--- config.mk ---
export PLATFORM = sky130hd
export DESIGN_NAME = cdl_top
export DESIGN_NICKNAME = d
export VERILOG_FILES = /design/src/core/cdl_pkg.sv /design/src/core/cdl_loop_if.sv /design/src/core/cdl_loop_ctrl.sv /design/src/core/cdl_top.sv
export SDC_FILE = /design/constraint.sdc
export NUM_CORES = 1
export LEC_CHECK = 0
export ABC_AREA = 1
export BUFFER_PORTS_ARGS = -buffer_cell sky130_fd_sc_hd__buf_2
export CAP_MARGIN = 25
export CORE_UTILIZATION = 54
export CTS_CLUSTER_DIAMETER = 60
export DETAILED_ROUTE_END_ITERATION = 8
export HOLD_SLACK_MARGIN = 0.15
export MAX_ROUTING_LAYER = met4
export PLACE_DENSITY_LB_ADDON = 0.05
export SETUP_SLACK_MARGIN = 0.2
export SYNTH_ARGS = -nofsm -noshare
export SYNTH_HDL_FRONTEND = slang
export SYNTH_SLANG_ARGS = --single-unit
export TNS_END_PERCENT = 30
--- constraint.sdc ---
create_clock -name CLK_IN -period 2.38 [get_ports CLK_IN]
set_clock_uncertainty 0.2 [all_clocks]
set_input_delay 0.476 -clock CLK_IN [delete_from_list [all_inputs] [get_ports CLK_IN]]
set_output_delay 0.476 -clock CLK_IN [all_outputs]
set_load 0.1 [all_outputs]
--- src/core/cdl_pkg.sv ---
package cdl_pkg;
   // Register indexes; byte address is four times the index
   localparam logic [7:0] IDX_REF_PD = 8'h84;
   localparam logic [7:0] IDX_SYSREF_HI = 8'h88;
   localparam logic [7:0] IDX_SYSREF_LO = 8'h89;
   localparam logic [7:0] IDX_LOOP_PWR = 8'h90;
   localparam logic [7:0] IDX_LOOP_CTRL = 8'h91;
   localparam logic [7:0] IDX_LOOP_STAT = 8'h92;
   // Field positions
   localparam int BIT_REF_PD = 0;
   localparam int BIT_HYS_EN = 3;
   localparam int BIT_RISE = 2;
   localparam int BIT_FINE_DC = 4;
   localparam int BIT_FINE_XC = 3;
   localparam int BIT_COARSE_DC = 2;
   localparam int BIT_COARSE_XC = 1;
   localparam int BIT_LOOP_PD = 0;
   localparam int BIT_TRACK_ERR = 7;
   localparam int BIT_SEARCH_ERR = 6;
   localparam int BIT_SLOPE = 5;
   localparam int SEARCH_LSB = 3;
   localparam int MODE_LSB = 1;
   localparam int BIT_CTRL_EN = 0;
   localparam int BIT_ST_LOCK = 0;
   localparam int BIT_ST_LOST = 1;
   localparam int BIT_ST_FAIL = 2;
   // Reset values and writable masks
   localparam logic [7:0] RST_REF_PD = 8'h00;
   localparam logic [7:0] RST_SYSREF_HI = 8'h00;
   localparam logic [7:0] RST_SYSREF_LO = 8'h00;
   localparam logic [7:0] RST_LOOP_PWR = 8'h1f;
   localparam logic [7:0] RST_LOOP_CTRL = 8'hf0;
   localparam logic [7:0] MASK_REF_PD = 8'h01;
   localparam logic [7:0] MASK_SYSREF_HI = 8'h0f;
   localparam logic [7:0] MASK_LOOP_PWR = 8'h1f;
   // Codes
   localparam logic [1:0] DIR_DOWN = 2'h0;
   localparam logic [1:0] DIR_UP = 2'h1;
   localparam logic [1:0] DIR_BOTH = 2'h2;
   localparam logic [1:0] MODE_SEARCH_ONLY = 2'h2;
   localparam logic [1:0] RESP_OKAY = 2'h0;
   localparam logic [1:0] RESP_SLVERR = 2'h2;
   localparam int HYS_STEP_MV = 10;
   localparam int LOOP_STEP_CYCLES = 4;
   typedef enum logic [2:0] {LOOP_IDLE, LOOP_SEARCH, LOOP_TRACK, LOOP_HOLD, LOOP_FAILED}
      cdl_loop_state_t;
endpackage : cdl_pkg

--- src/core/cdl_loop_if.sv ---
`timescale 1ns/100ps
interface cdl_loop_if #(parameter int CODE_W = 6);
   logic run;
   logic slope;
   logic track_restart;
   logic search_retry;
   logic [1:0] dir;
   logic [1:0] mode;
   logic phase_above;
   logic err;
   logic [CODE_W-1:0] code;
   logic locked;
   logic failed;
   logic lost_evt;
   modport ctrl(input run, slope, track_restart, search_retry, dir, mode, phase_above, err,
      output code, locked, failed, lost_evt);
   modport host(output run, slope, track_restart, search_retry, dir, mode, phase_above, err,
      input code, locked, failed, lost_evt);
endinterface : cdl_loop_if

--- src/core/cdl_loop_ctrl.sv ---
`timescale 1ns/100ps
module cdl_loop_ctrl #(
   parameter int CODE_W = 6,
   parameter logic [CODE_W-1:0] INIT_CODE = 6'h20,
   parameter int STEP_CYCLES = cdl_pkg::LOOP_STEP_CYCLES
) (
   input wire logic clk_in, // System clock
   input wire logic rst_in, // Synchronous reset
   cdl_loop_if.ctrl lp // Config in, status out
);
   import cdl_pkg::*;
   typedef struct packed {
      cdl_loop_state_t st;
      logic [CODE_W-1:0] code;
      logic [7:0] cnt;
      logic phase_prev;
      logic err_prev;
      logic down_done;
      logic locked;
      logic failed;
      logic lost_evt;
   } cdl_ctrl_state_t;
   cdl_ctrl_state_t q, n;
   logic tick, hit, err_rise, up, range_end;

   always_comb
   begin
      n = q;
      n.lost_evt = 1'b0;
      n.phase_prev = lp.phase_above;
      n.err_prev = lp.err;
      tick = (q.cnt == 8'h00);
      n.cnt = tick ? 8'(STEP_CYCLES - 1) : q.cnt - 8'h01;
      hit = lp.slope ? (!q.phase_prev && lp.phase_above)
         : (q.phase_prev && !lp.phase_above);
      err_rise = lp.err && !q.err_prev;
      up = (lp.dir == DIR_UP) || (lp.dir == DIR_BOTH && q.down_done);
      range_end = 1'b0;
      if (!lp.run)
      begin
         n.st = LOOP_IDLE;
         n.code = INIT_CODE;
         n.locked = 1'b0;
         n.failed = 1'b0;
      end
      else
      begin
         case (q.st)
            LOOP_IDLE:
            begin
               n.st = LOOP_SEARCH;
               n.code = INIT_CODE;
               n.down_done = 1'b0;
            end
            LOOP_SEARCH:
            begin
               if (!err_rise && hit)
               begin
                  n.locked = 1'b1;
                  n.st = (lp.mode == MODE_SEARCH_ONLY) ? LOOP_HOLD : LOOP_TRACK;
               end
               else if (!err_rise && tick)
               begin
                  if (up && q.code == {CODE_W{1'b1}})
                     range_end = 1'b1;
                  else if (up)
                     n.code = q.code + 1'b1;
                  else if (q.code != '0)
                     n.code = q.code - 1'b1;
                  else if (lp.dir == DIR_BOTH && !q.down_done)
                  begin
                     n.down_done = 1'b1;
                     n.code = INIT_CODE;
                  end
                  else
                     range_end = 1'b1;
               end
               // Running off the range counts as a search error
               if (err_rise || range_end)
               begin
                  if (lp.search_retry)
                  begin
                     n.code = INIT_CODE;
                     n.down_done = 1'b0;
                  end
                  else
                  begin
                     n.st = LOOP_FAILED;
                     n.failed = 1'b1;
                  end
               end
            end
            LOOP_TRACK:
            begin
               if (err_rise && lp.track_restart)
               begin
                  n.st = LOOP_SEARCH;
                  n.code = INIT_CODE;
                  n.down_done = 1'b0;
                  n.locked = 1'b0;
                  n.lost_evt = 1'b1;
               end
               else if (tick)
               begin
                  if (lp.phase_above == lp.slope && q.code != '0)
                     n.code = q.code - 1'b1;
                  else if (lp.phase_above != lp.slope && q.code != {CODE_W{1'b1}})
                     n.code = q.code + 1'b1;
               end
            end
            LOOP_HOLD: n.st = LOOP_HOLD;
            LOOP_FAILED: n.failed = 1'b1;
            default: n.st = LOOP_IDLE;
         endcase
      end
   end

   always_ff @(posedge clk_in)
   begin
      if (rst_in)
      begin
         q <= '0;
         q.st <= LOOP_IDLE;
         q.code <= INIT_CODE;
      end
      else
         q <= n;
   end

   assign lp.code = q.code;
   assign lp.locked = q.locked;
   assign lp.failed = q.failed;
   assign lp.lost_evt = q.lost_evt;
endmodule : cdl_loop_ctrl

--- src/core/cdl_top.sv ---
`timescale 1ns/100ps
// Contract
// - Reference input of the frequency multiplier powered down while its bit is 1.
// - Hysteresis applies only while enable bit 3 is set; resets to 0.
// - Edge-select bit 2 picks rising-edge sampling of SYSREF; resets to 0.
// - Ten-bit hysteresis code from two registers, 10 mV per set bit.
// - Loop power-down bit 0 holds loop and clock generator off; resets to 1.
// - Duty correction on fine line bit 4, coarse line bit 2; reset 1.
// - Cross control on fine line bit 3, coarse line bit 1; reset 1.
// - Track error: bit 7 at 0 continues, at 1 restarts; reset 1.
// - Search error: bit 6 at 0 stops, at 1 retries; reset 1.
// - Search direction field: 00 down, 01 up, 10 both; reset 10.
// - Controller enable 0 holds static delay; 1 runs feedback loop; reset 0.
// - Status flags locked, lost, failed; all reset to 0.
module cdl_top
   import cdl_pkg::*;
#(
   parameter int ADDR_W = 12,
   parameter int CODE_W = 6,
   parameter logic [CODE_W-1:0] STATIC_CODE = 6'h20,
   parameter logic [CODE_W-1:0] INIT_CODE = 6'h20
) (
   input wire logic CLK_IN, // 100 MHz clock
   input wire logic RST_IN, // Synchronous reset, high
   input wire logic [ADDR_W-1:0] AXI_AWADDR_IN, // Write address
   input wire logic AXI_AWVALID_IN, // Write address valid
   output logic AXI_AWREADY_OUT, // Write address ready
   input wire logic [31:0] AXI_WDATA_IN, // Write data
   input wire logic [3:0] AXI_WSTRB_IN, // Write strobes
   input wire logic AXI_WVALID_IN, // Write data valid
   output logic AXI_WREADY_OUT, // Write data ready
   output logic [1:0] AXI_BRESP_OUT, // Write response
   output logic AXI_BVALID_OUT, // Write response valid
   input wire logic AXI_BREADY_IN, // Write response ready
   input wire logic [ADDR_W-1:0] AXI_ARADDR_IN, // Read address
   input wire logic AXI_ARVALID_IN, // Read address valid
   output logic AXI_ARREADY_OUT, // Read address ready
   output logic [31:0] AXI_RDATA_OUT, // Read data
   output logic [1:0] AXI_RRESP_OUT, // Read response
   output logic AXI_RVALID_OUT, // Read data valid
   input wire logic AXI_RREADY_IN, // Read data ready
   input wire logic LOOP_PHASE_ABOVE_IN, // Phase detector pin, async
   input wire logic LOOP_ERR_IN, // Loop error pin, async
   output logic SYNTH_REF_INPUT_POWERDOWN_OUT, // Multiplier reference off
   output logic HYSTERESIS_ENABLE_OUT, // SYSREF hysteresis on
   output logic RISING_EDGE_SELECT_OUT, // SYSREF rising-edge sampling
   output logic [9:0] HYSTERESIS_AMOUNT_OUT, // Hysteresis code, 10 mV per bit
   output logic DELAY_LOOP_POWERDOWN_OUT, // Delay loop off
   output logic DIGITAL_CLOCK_POWERDOWN_OUT, // Digital clock generator off
   output logic FINE_LINE_DUTY_CORRECT_EN_OUT, // Fine line duty correction
   output logic FINE_LINE_CROSS_CTRL_EN_OUT, // Fine line cross control
   output logic COARSE_LINE_DUTY_CORRECT_EN_OUT, // Coarse line duty correction
   output logic COARSE_LINE_CROSS_CTRL_EN_OUT, // Coarse line cross control
   output logic [CODE_W-1:0] DELAY_CODE_OUT, // Delay line setting
   output logic LOOP_LOCK_FLAG_OUT // Loop locked
);
   import cdl_pkg::*;

   typedef struct packed {
      logic ph1, ph2, ph3, ph;
      logic er1, er2, er3, er;
      logic [7:0] synth_ref_pd;
      logic [7:0] sysref_receiver_ctrl_high;
      logic [7:0] sysref_hysteresis_low;
      logic [7:0] delay_loop_power;
      logic [7:0] delay_loop_control;
      logic lost;
      logic aw_got;
      logic [ADDR_W-1:0] awaddr;
      logic w_got;
      logic [31:0] wdata;
      logic wlane0;
      logic awready, wready, bvalid, arready, rvalid;
      logic [1:0] bresp, rresp;
      logic [31:0] rdata;
      logic ref_pd, hys_en, rise;
      logic [9:0] hys_amt;
      logic loop_pd, fine_dc, fine_xc, coarse_dc, coarse_xc;
      logic [CODE_W-1:0] code;
      logic lock;
   } cdl_top_state_t;

   cdl_top_state_t q, next_q;
   cdl_loop_if #(.CODE_W(CODE_W)) lp();
   logic commit;
   logic wr_ok;
   logic [7:0] widx;
   logic rd_hit;
   logic [7:0] rd_byte;

   cdl_loop_ctrl #(
      .CODE_W(CODE_W),
      .INIT_CODE(INIT_CODE),
      .STEP_CYCLES(LOOP_STEP_CYCLES)
   ) u_ctrl (
      .clk_in(CLK_IN),
      .rst_in(RST_IN),
      .lp(lp.ctrl)
   );

   // Controller runs only when powered and enabled
   assign lp.run = !q.delay_loop_power[BIT_LOOP_PD]
      && q.delay_loop_control[BIT_CTRL_EN];
   assign lp.slope = q.delay_loop_control[BIT_SLOPE];
   assign lp.track_restart = q.delay_loop_control[BIT_TRACK_ERR];
   assign lp.search_retry = q.delay_loop_control[BIT_SEARCH_ERR];
   assign lp.dir = q.delay_loop_control[SEARCH_LSB +: 2];
   assign lp.mode = q.delay_loop_control[MODE_LSB +: 2];
   assign lp.phase_above = q.ph;
   assign lp.err = q.er;

   // Unmapped index or upper address bits set gives an error answer
   function automatic logic idx_mapped(input logic [ADDR_W-1:0] a);
      logic [7:0] i;
      i = a[9:2];
      idx_mapped = (a[ADDR_W-1:10] == '0) && (i == IDX_REF_PD || i == IDX_SYSREF_HI
         || i == IDX_SYSREF_LO || i == IDX_LOOP_PWR || i == IDX_LOOP_CTRL
         || i == IDX_LOOP_STAT);
   endfunction : idx_mapped

   always_comb
   begin
      next_q = q;
      // Three-stage pin synchronisers, change taken when stages two and three agree
      next_q.ph1 = LOOP_PHASE_ABOVE_IN;
      next_q.ph2 = q.ph1;
      next_q.ph3 = q.ph2;
      if (q.ph2 == q.ph3)
         next_q.ph = q.ph3;
      next_q.er1 = LOOP_ERR_IN;
      next_q.er2 = q.er1;
      next_q.er3 = q.er2;
      if (q.er2 == q.er3)
         next_q.er = q.er3;

      // Write channel: address and data accepted in either order
      if (AXI_AWVALID_IN && q.awready)
      begin
         next_q.aw_got = 1'b1;
         next_q.awaddr = AXI_AWADDR_IN;
      end
      if (AXI_WVALID_IN && q.wready)
      begin
         next_q.w_got = 1'b1;
         next_q.wdata = AXI_WDATA_IN;
         next_q.wlane0 = AXI_WSTRB_IN[0];
      end
      if (q.bvalid && AXI_BREADY_IN)
         next_q.bvalid = 1'b0;

      commit = q.aw_got && q.w_got && !q.bvalid;
      widx = q.awaddr[9:2];
      wr_ok = commit && idx_mapped(q.awaddr);
      if (commit)
      begin
         next_q.aw_got = 1'b0;
         next_q.w_got = 1'b0;
         next_q.bvalid = 1'b1;
         next_q.bresp = idx_mapped(q.awaddr) ? RESP_OKAY : RESP_SLVERR;
      end
      // Only byte lane 0 carries register bits; other lanes are ignored
      if (wr_ok && q.wlane0)
      begin
         case (widx)
            IDX_REF_PD: next_q.synth_ref_pd = q.wdata[7:0] & MASK_REF_PD;
            IDX_SYSREF_HI: next_q.sysref_receiver_ctrl_high = q.wdata[7:0] & MASK_SYSREF_HI;
            IDX_SYSREF_LO: next_q.sysref_hysteresis_low = q.wdata[7:0];
            IDX_LOOP_PWR: next_q.delay_loop_power = q.wdata[7:0] & MASK_LOOP_PWR;
            IDX_LOOP_CTRL: next_q.delay_loop_control = q.wdata[7:0];
            default: next_q.lost = q.lost;
         endcase
      end
      // Lost flag: write one to clear, a new loss in the same cycle wins
      if (wr_ok && q.wlane0 && widx == IDX_LOOP_STAT && q.wdata[BIT_ST_LOST])
         next_q.lost = 1'b0;
      if (lp.lost_evt)
         next_q.lost = 1'b1;
      next_q.awready = !next_q.aw_got && !next_q.bvalid;
      next_q.wready = !next_q.w_got && !next_q.bvalid;

      // Read channel
      rd_hit = idx_mapped(AXI_ARADDR_IN);
      case (AXI_ARADDR_IN[9:2])
         IDX_REF_PD: rd_byte = q.synth_ref_pd;
         IDX_SYSREF_HI: rd_byte = q.sysref_receiver_ctrl_high;
         IDX_SYSREF_LO: rd_byte = q.sysref_hysteresis_low;
         IDX_LOOP_PWR: rd_byte = q.delay_loop_power;
         IDX_LOOP_CTRL: rd_byte = q.delay_loop_control;
         IDX_LOOP_STAT: rd_byte = {5'h00, lp.failed, q.lost, lp.locked};
         default: rd_byte = 8'h00;
      endcase
      if (q.rvalid && AXI_RREADY_IN)
         next_q.rvalid = 1'b0;
      if (AXI_ARVALID_IN && q.arready)
      begin
         next_q.rvalid = 1'b1;
         next_q.rdata = rd_hit ? {24'h000000, rd_byte} : 32'h00000000;
         next_q.rresp = rd_hit ? RESP_OKAY : RESP_SLVERR;
      end
      next_q.arready = !next_q.rvalid;

      // Output flops
      next_q.ref_pd = q.synth_ref_pd[BIT_REF_PD];
      next_q.hys_en = q.sysref_receiver_ctrl_high[BIT_HYS_EN];
      next_q.rise = q.sysref_receiver_ctrl_high[BIT_RISE];
      // Code forced to zero so the receiver sees no hysteresis while disabled
      next_q.hys_amt = q.sysref_receiver_ctrl_high[BIT_HYS_EN]
         ? {q.sysref_receiver_ctrl_high[1:0], q.sysref_hysteresis_low} : 10'h000;
      next_q.loop_pd = q.delay_loop_power[BIT_LOOP_PD];
      next_q.fine_dc = q.delay_loop_power[BIT_FINE_DC];
      next_q.coarse_dc = q.delay_loop_power[BIT_COARSE_DC];
      next_q.fine_xc = q.delay_loop_power[BIT_FINE_XC];
      next_q.coarse_xc = q.delay_loop_power[BIT_COARSE_XC];
      next_q.code = lp.run ? lp.code : STATIC_CODE;
      next_q.lock = lp.locked;
   end

   always_ff @(posedge CLK_IN)
   begin
      if (RST_IN)
      begin
         q <= '0;
         q.synth_ref_pd <= RST_REF_PD;
         q.sysref_receiver_ctrl_high <= RST_SYSREF_HI;
         q.sysref_hysteresis_low <= RST_SYSREF_LO;
         q.delay_loop_power <= RST_LOOP_PWR;
         q.delay_loop_control <= RST_LOOP_CTRL;
         q.loop_pd <= 1'b1;
         q.fine_dc <= 1'b1;
         q.fine_xc <= 1'b1;
         q.coarse_dc <= 1'b1;
         q.coarse_xc <= 1'b1;
         q.code <= STATIC_CODE;
      end
      else
         q <= next_q;
   end

   assign AXI_AWREADY_OUT = q.awready;
   assign AXI_WREADY_OUT = q.wready;
   assign AXI_BRESP_OUT = q.bresp;
   assign AXI_BVALID_OUT = q.bvalid;
   assign AXI_ARREADY_OUT = q.arready;
   assign AXI_RDATA_OUT = q.rdata;
   assign AXI_RRESP_OUT = q.rresp;
   assign AXI_RVALID_OUT = q.rvalid;
   assign SYNTH_REF_INPUT_POWERDOWN_OUT = q.ref_pd;
   assign HYSTERESIS_ENABLE_OUT = q.hys_en;
   assign RISING_EDGE_SELECT_OUT = q.rise;
   assign HYSTERESIS_AMOUNT_OUT = q.hys_amt;
   assign DELAY_LOOP_POWERDOWN_OUT = q.loop_pd;
   assign DIGITAL_CLOCK_POWERDOWN_OUT = q.loop_pd;
   assign FINE_LINE_DUTY_CORRECT_EN_OUT = q.fine_dc;
   assign FINE_LINE_CROSS_CTRL_EN_OUT = q.fine_xc;
   assign COARSE_LINE_DUTY_CORRECT_EN_OUT = q.coarse_dc;
   assign COARSE_LINE_CROSS_CTRL_EN_OUT = q.coarse_xc;
   assign DELAY_CODE_OUT = q.code;
   assign LOOP_LOCK_FLAG_OUT = q.lock;
endmodule : cdl_top
==> key figures <==
Drt
  • Residual DRC count: 0
  • First-pass detailed-route iteration total: 5
  • Antenna viol nets, final: 0
  • Drt initial violations: about 370
  • Vias post-DR: approximately 5300
  • Via density per instance: roughly 5
  • DRT Wirelength: ~14000 µm
  • Routed length per instance: about 14 µm

Clocking
  • Post-CTS setup buffers: 0
  • Clock-pin slew on the worst setup and hold paths: around 0.06 ns
  • Maximum buffer depth of the clock tree: 2
  • # clock sinks: approximately 120
  • CTS tree: done
  • H-tree levels: 4
  • Number of buffers added by the clock tree synthesis step: 17
  • Root buffer selected by CTS: sky130_fd_sc_hd__clkbuf_8
  • Source-to-sink clock delay at the later pin of the worst-skew pair: 0.53 ns

Worst setup path
  • Crit-path max FO: 29
  • Most used cell along the critical path: sky130_fd_sc_hd__nand2_1
  • Buffers & Inverters on Critical Path: 1
  • Cell with the largest stage delay on the worst path: sky130_fd_sc_hd__dfxtp_1
  • WP data required: 2.58 ns
  • Sort of element at the end of the critical path: register
  • Critical Path, Cell by Cell: nor2_1 -> nand2_1 -> nor2_1 -> nand2_1 -> nand4_1 -> nand2_1 -> nor2_2 -> buf_12 -> nand2_1 -> nand2_1 -> a21oi_2
  • Max incr delay on CP: 0.35 ns
  • Arrival time at the worst endpoint: 2.30 ns
  • Worst path top cell family by delay: simple AND/OR/NAND/NOR gates
  • Flop2flop setup slack: 0.28 ns
  • Crit Path Class: reg -> reg
  • Type of origin of the critical path: register

STA
  • Part of the cycle the worst path needs: 88.1%
  • Maximum clock rate: 477 MHz
  • Minimum clock period after layout: 2.10 ns
  • # setup viols final: 0
  • Final Hold Slack: ~0.21 ns
  • Max-slew violation count: 0
  • RSZ-0062 raised after global routing: true
  • Setup TNS Final: 0 ns
  • Total count of hold-check failures in the final report: 0

Synthesis
  • Sequential cell area fraction in the yosys report: a little over two fifths
  • EDFF count, synth: 0
  • Ys async rst share: 0%
  • Most frequently used cell type in the post-synthesis netlist: sky130_fd_sc_hd__nand2_1
  • Flip-flop cell with the highest count after synthesis: sky130_fd_sc_hd__dfxtp_1
  • Number of standard cells after synthesis: slightly below 800
  • Leading post-synthesis cells by instance count: sky130_fd_sc_hd__nand2_1 (179), sky130_fd_sc_hd__nor2_1 (120), sky130_fd_sc_hd__dfxtp_1 (119)
  • Cell Area, Synth: ~5600 µm²
  • Mean instance size in the synthesized netlist: roughly 7 µm²
  • Number of synthesized register bits: 119
  • Area share of the largest cell type after synthesis: between 40% and 50%
  • Yosys warning total: 0
  • Largest area contributor in the synthesized netlist: sky130_fd_sc_hd__dfxtp_1
  • Unique cell type count in the Yosys netlist: 34
  • Dominant cells by area after synthesis: sky130_fd_sc_hd__dfxtp_1 (43%), sky130_fd_sc_hd__nand2_1 (12%), sky130_fd_sc_hd__nor2_1 (8.1%), sky130_fd_sc_hd__buf_4 (7.1%), sky130_fd_sc_hd__inv_1 (5.8%)

Cells and area
  • Post-route cell area: about 6800 µm²
  • Layout Nets: 960
  • Final Non-Filler Cells: approximately 1000
  • Layout cell share with drive strength beyond 1: between 10% and 20%
  • Count of filler cells inserted in the layout: approximately 870
  • Area growth from synthesis to final layout: 21.2%
  • Ant diodes: 0

GRT
  • Global Route Usage Sum: 28.7%
  • Number of antenna violations at the first check in global routing: 0
  • GR Overflow Total: 0
  • Number of global-route vias before repair: 4928
  • Wire length of the first global-routing pass: between 20000 and 25000 µm
  • Largest net degree at the start of global routing: 43

Flow run
  • # Max-Cap Violations: 0

Die
  • Total Die Area: roughly 11000 µm²
  • CORE AREA: around 9900 µm²
  • Die boundary width: 104 µm
  • Die extent in y: 104 µm
  • Initial Util: between 50% and 60%
  • Count of pins on the block boundary: between 100 and 150
  • Std-Cell Rows: 36

Pwr
  • Clock network fraction of design power: a little under half
  • Standby leakage power: between 3 and 4 nW
  • Register share of total power: a little under two fifths
  • Maximum VDD drop: between 0.5 and 0.6 mV
  • Power density over cell area: around 850 nW/µm²
  • Net Switching: around 1.7 mW
  • Cell Int Power: just over 4 mW
  • Switching portion of total power: between 20% and 30%
  • Part of the power in combinational logic: between 10% and 20%

Placement
  • RePlAce Congestion: 0.954
  • HPWL after detailed placement: ~10000 µm
  • Number of I/O port buffers: a little under 80
  • Placed cell areas: approximately 5900 µm²
  • Placed Cells: just under 1000

Outcome
  • Outcome: finished, final reports clean

Worst hold path
  • Class of the worst hold path: reg -> reg
cells in the final DEF (no fill, tap or decap), drive strengths merged:
master       netlist  final
a21oi             47     47
dlygate4sd3        0     26
nand4              7      7
nand2            181    181
buf               59     91
clkinvlp           0      2
dfxtp            119    119
o2111ai            1      1
o211ai             1      1
inv               86     88
nor2             126    126
or2                4      4
xor2               5      5
o21ai             41     41
o22ai              6      6
and3               1      1
nor4               3      3
clkbuf            11     17
nand3b             2      2
bufinv             0      4
conb               1     26
clkinv             4     11
nand3             66     66
xnor2              2      2
o221ai             1      1
a31oi              1      1
ha                 5      5
nor3              15     15
layout make-up:
cell class	count	area [µm²]	area share, %
multi-input cells	541	2490	36.9
flip-flops and latches	119	2390	35.3
repair buffers	117	761	11.2
clock buffers	17	414	6.12
inverters	90	338	5.00
clock inverters	15	203	3.00
well taps	133	166	2.46
tightest hold or removal path: stages (launching register included):
cell and delay (ns):
sky130_fd_sc_hd__dfxtp_1 0.30, sky130_fd_sc_hd__inv_1 0.04, sky130_fd_sc_hd__nor2_1 0.03
routing by layer:
metal  track usage (%)  vias to the layer above  part of all wire (%)
li1                  -                     2634                     -
met1              34.2                     2425                    43
met2              47.7                      186                    49
met3              7.43                       32                   5.8
met4              9.18                        0                   2.3
met5                 -                        -                     0
power by group through the flow:
stage,sequential [mW],clock (mW),combinational (mW)
finish,2.16,2.66,0.922
global route,2.17,2.79,1.02
CTS,2.16,2.69,0.895
detailed placement,2.20,0,0.854
global placement,2.20,0,0.838
floorplan,2.23,0,0.683
state kept, by name, indices dropped and copies added, names as in the netlist, 2 cells and up:
| signal | flops |
|---|---|
| u_ctrl.lp.code | 6 |
| q | 35 |
| HYSTERESIS_AMOUNT_OUT | 10 |
| lp.mode | 2 |
| AXI_RDATA_OUT | 8 |
| u_ctrl.q | 14 |
| lp.dir | 2 |
| DELAY_CODE_OUT | 6 |
| next_q | 12 |
final timing paths:
kind	from	end	depth (start not counted)
worst max-delay path	q[103]	q[134]	11
worst min-delay path	next_q[160]	next_q[159]	2
worst max register to register	q[103]	q[134]	11
worst min register to register	next_q[160]	next_q[159]	2
what timing repair did:
item,4_1_cts,5_1_grt
resized for setup,0,9
setup endpoints to repair,0,29
hold endpoints to repair,29,0
hold buffers,26,0
per-stage QoR:
stage | worst slack [ns] | utilization [%] | power, mW
final | 0.284 | 68.2 | 5.74
after global routing | 0.119 | 68.2 | 5.98
after CTS | 0.240 | 68.0 | 5.75
after detailed placement | 0.205 | 59.1 | 3.06
after global placement | 0.212 | 59.1 | 3.04
after floorplan | 0.226 | - | 2.91
cells by family after synthesis:
group | count (synthesis) | synth area share, %
buf+inv | 160 | 14.7
flops | 119 | 42.7
simple gates | 405 | 31.0
fa+ha+maj | 5 | 1.12
compound gates | 98 | 9.39
xor+xnor | 7 | 1.10
other cells | 1 | 0.0672
Power figures use the tool's default switching activity.
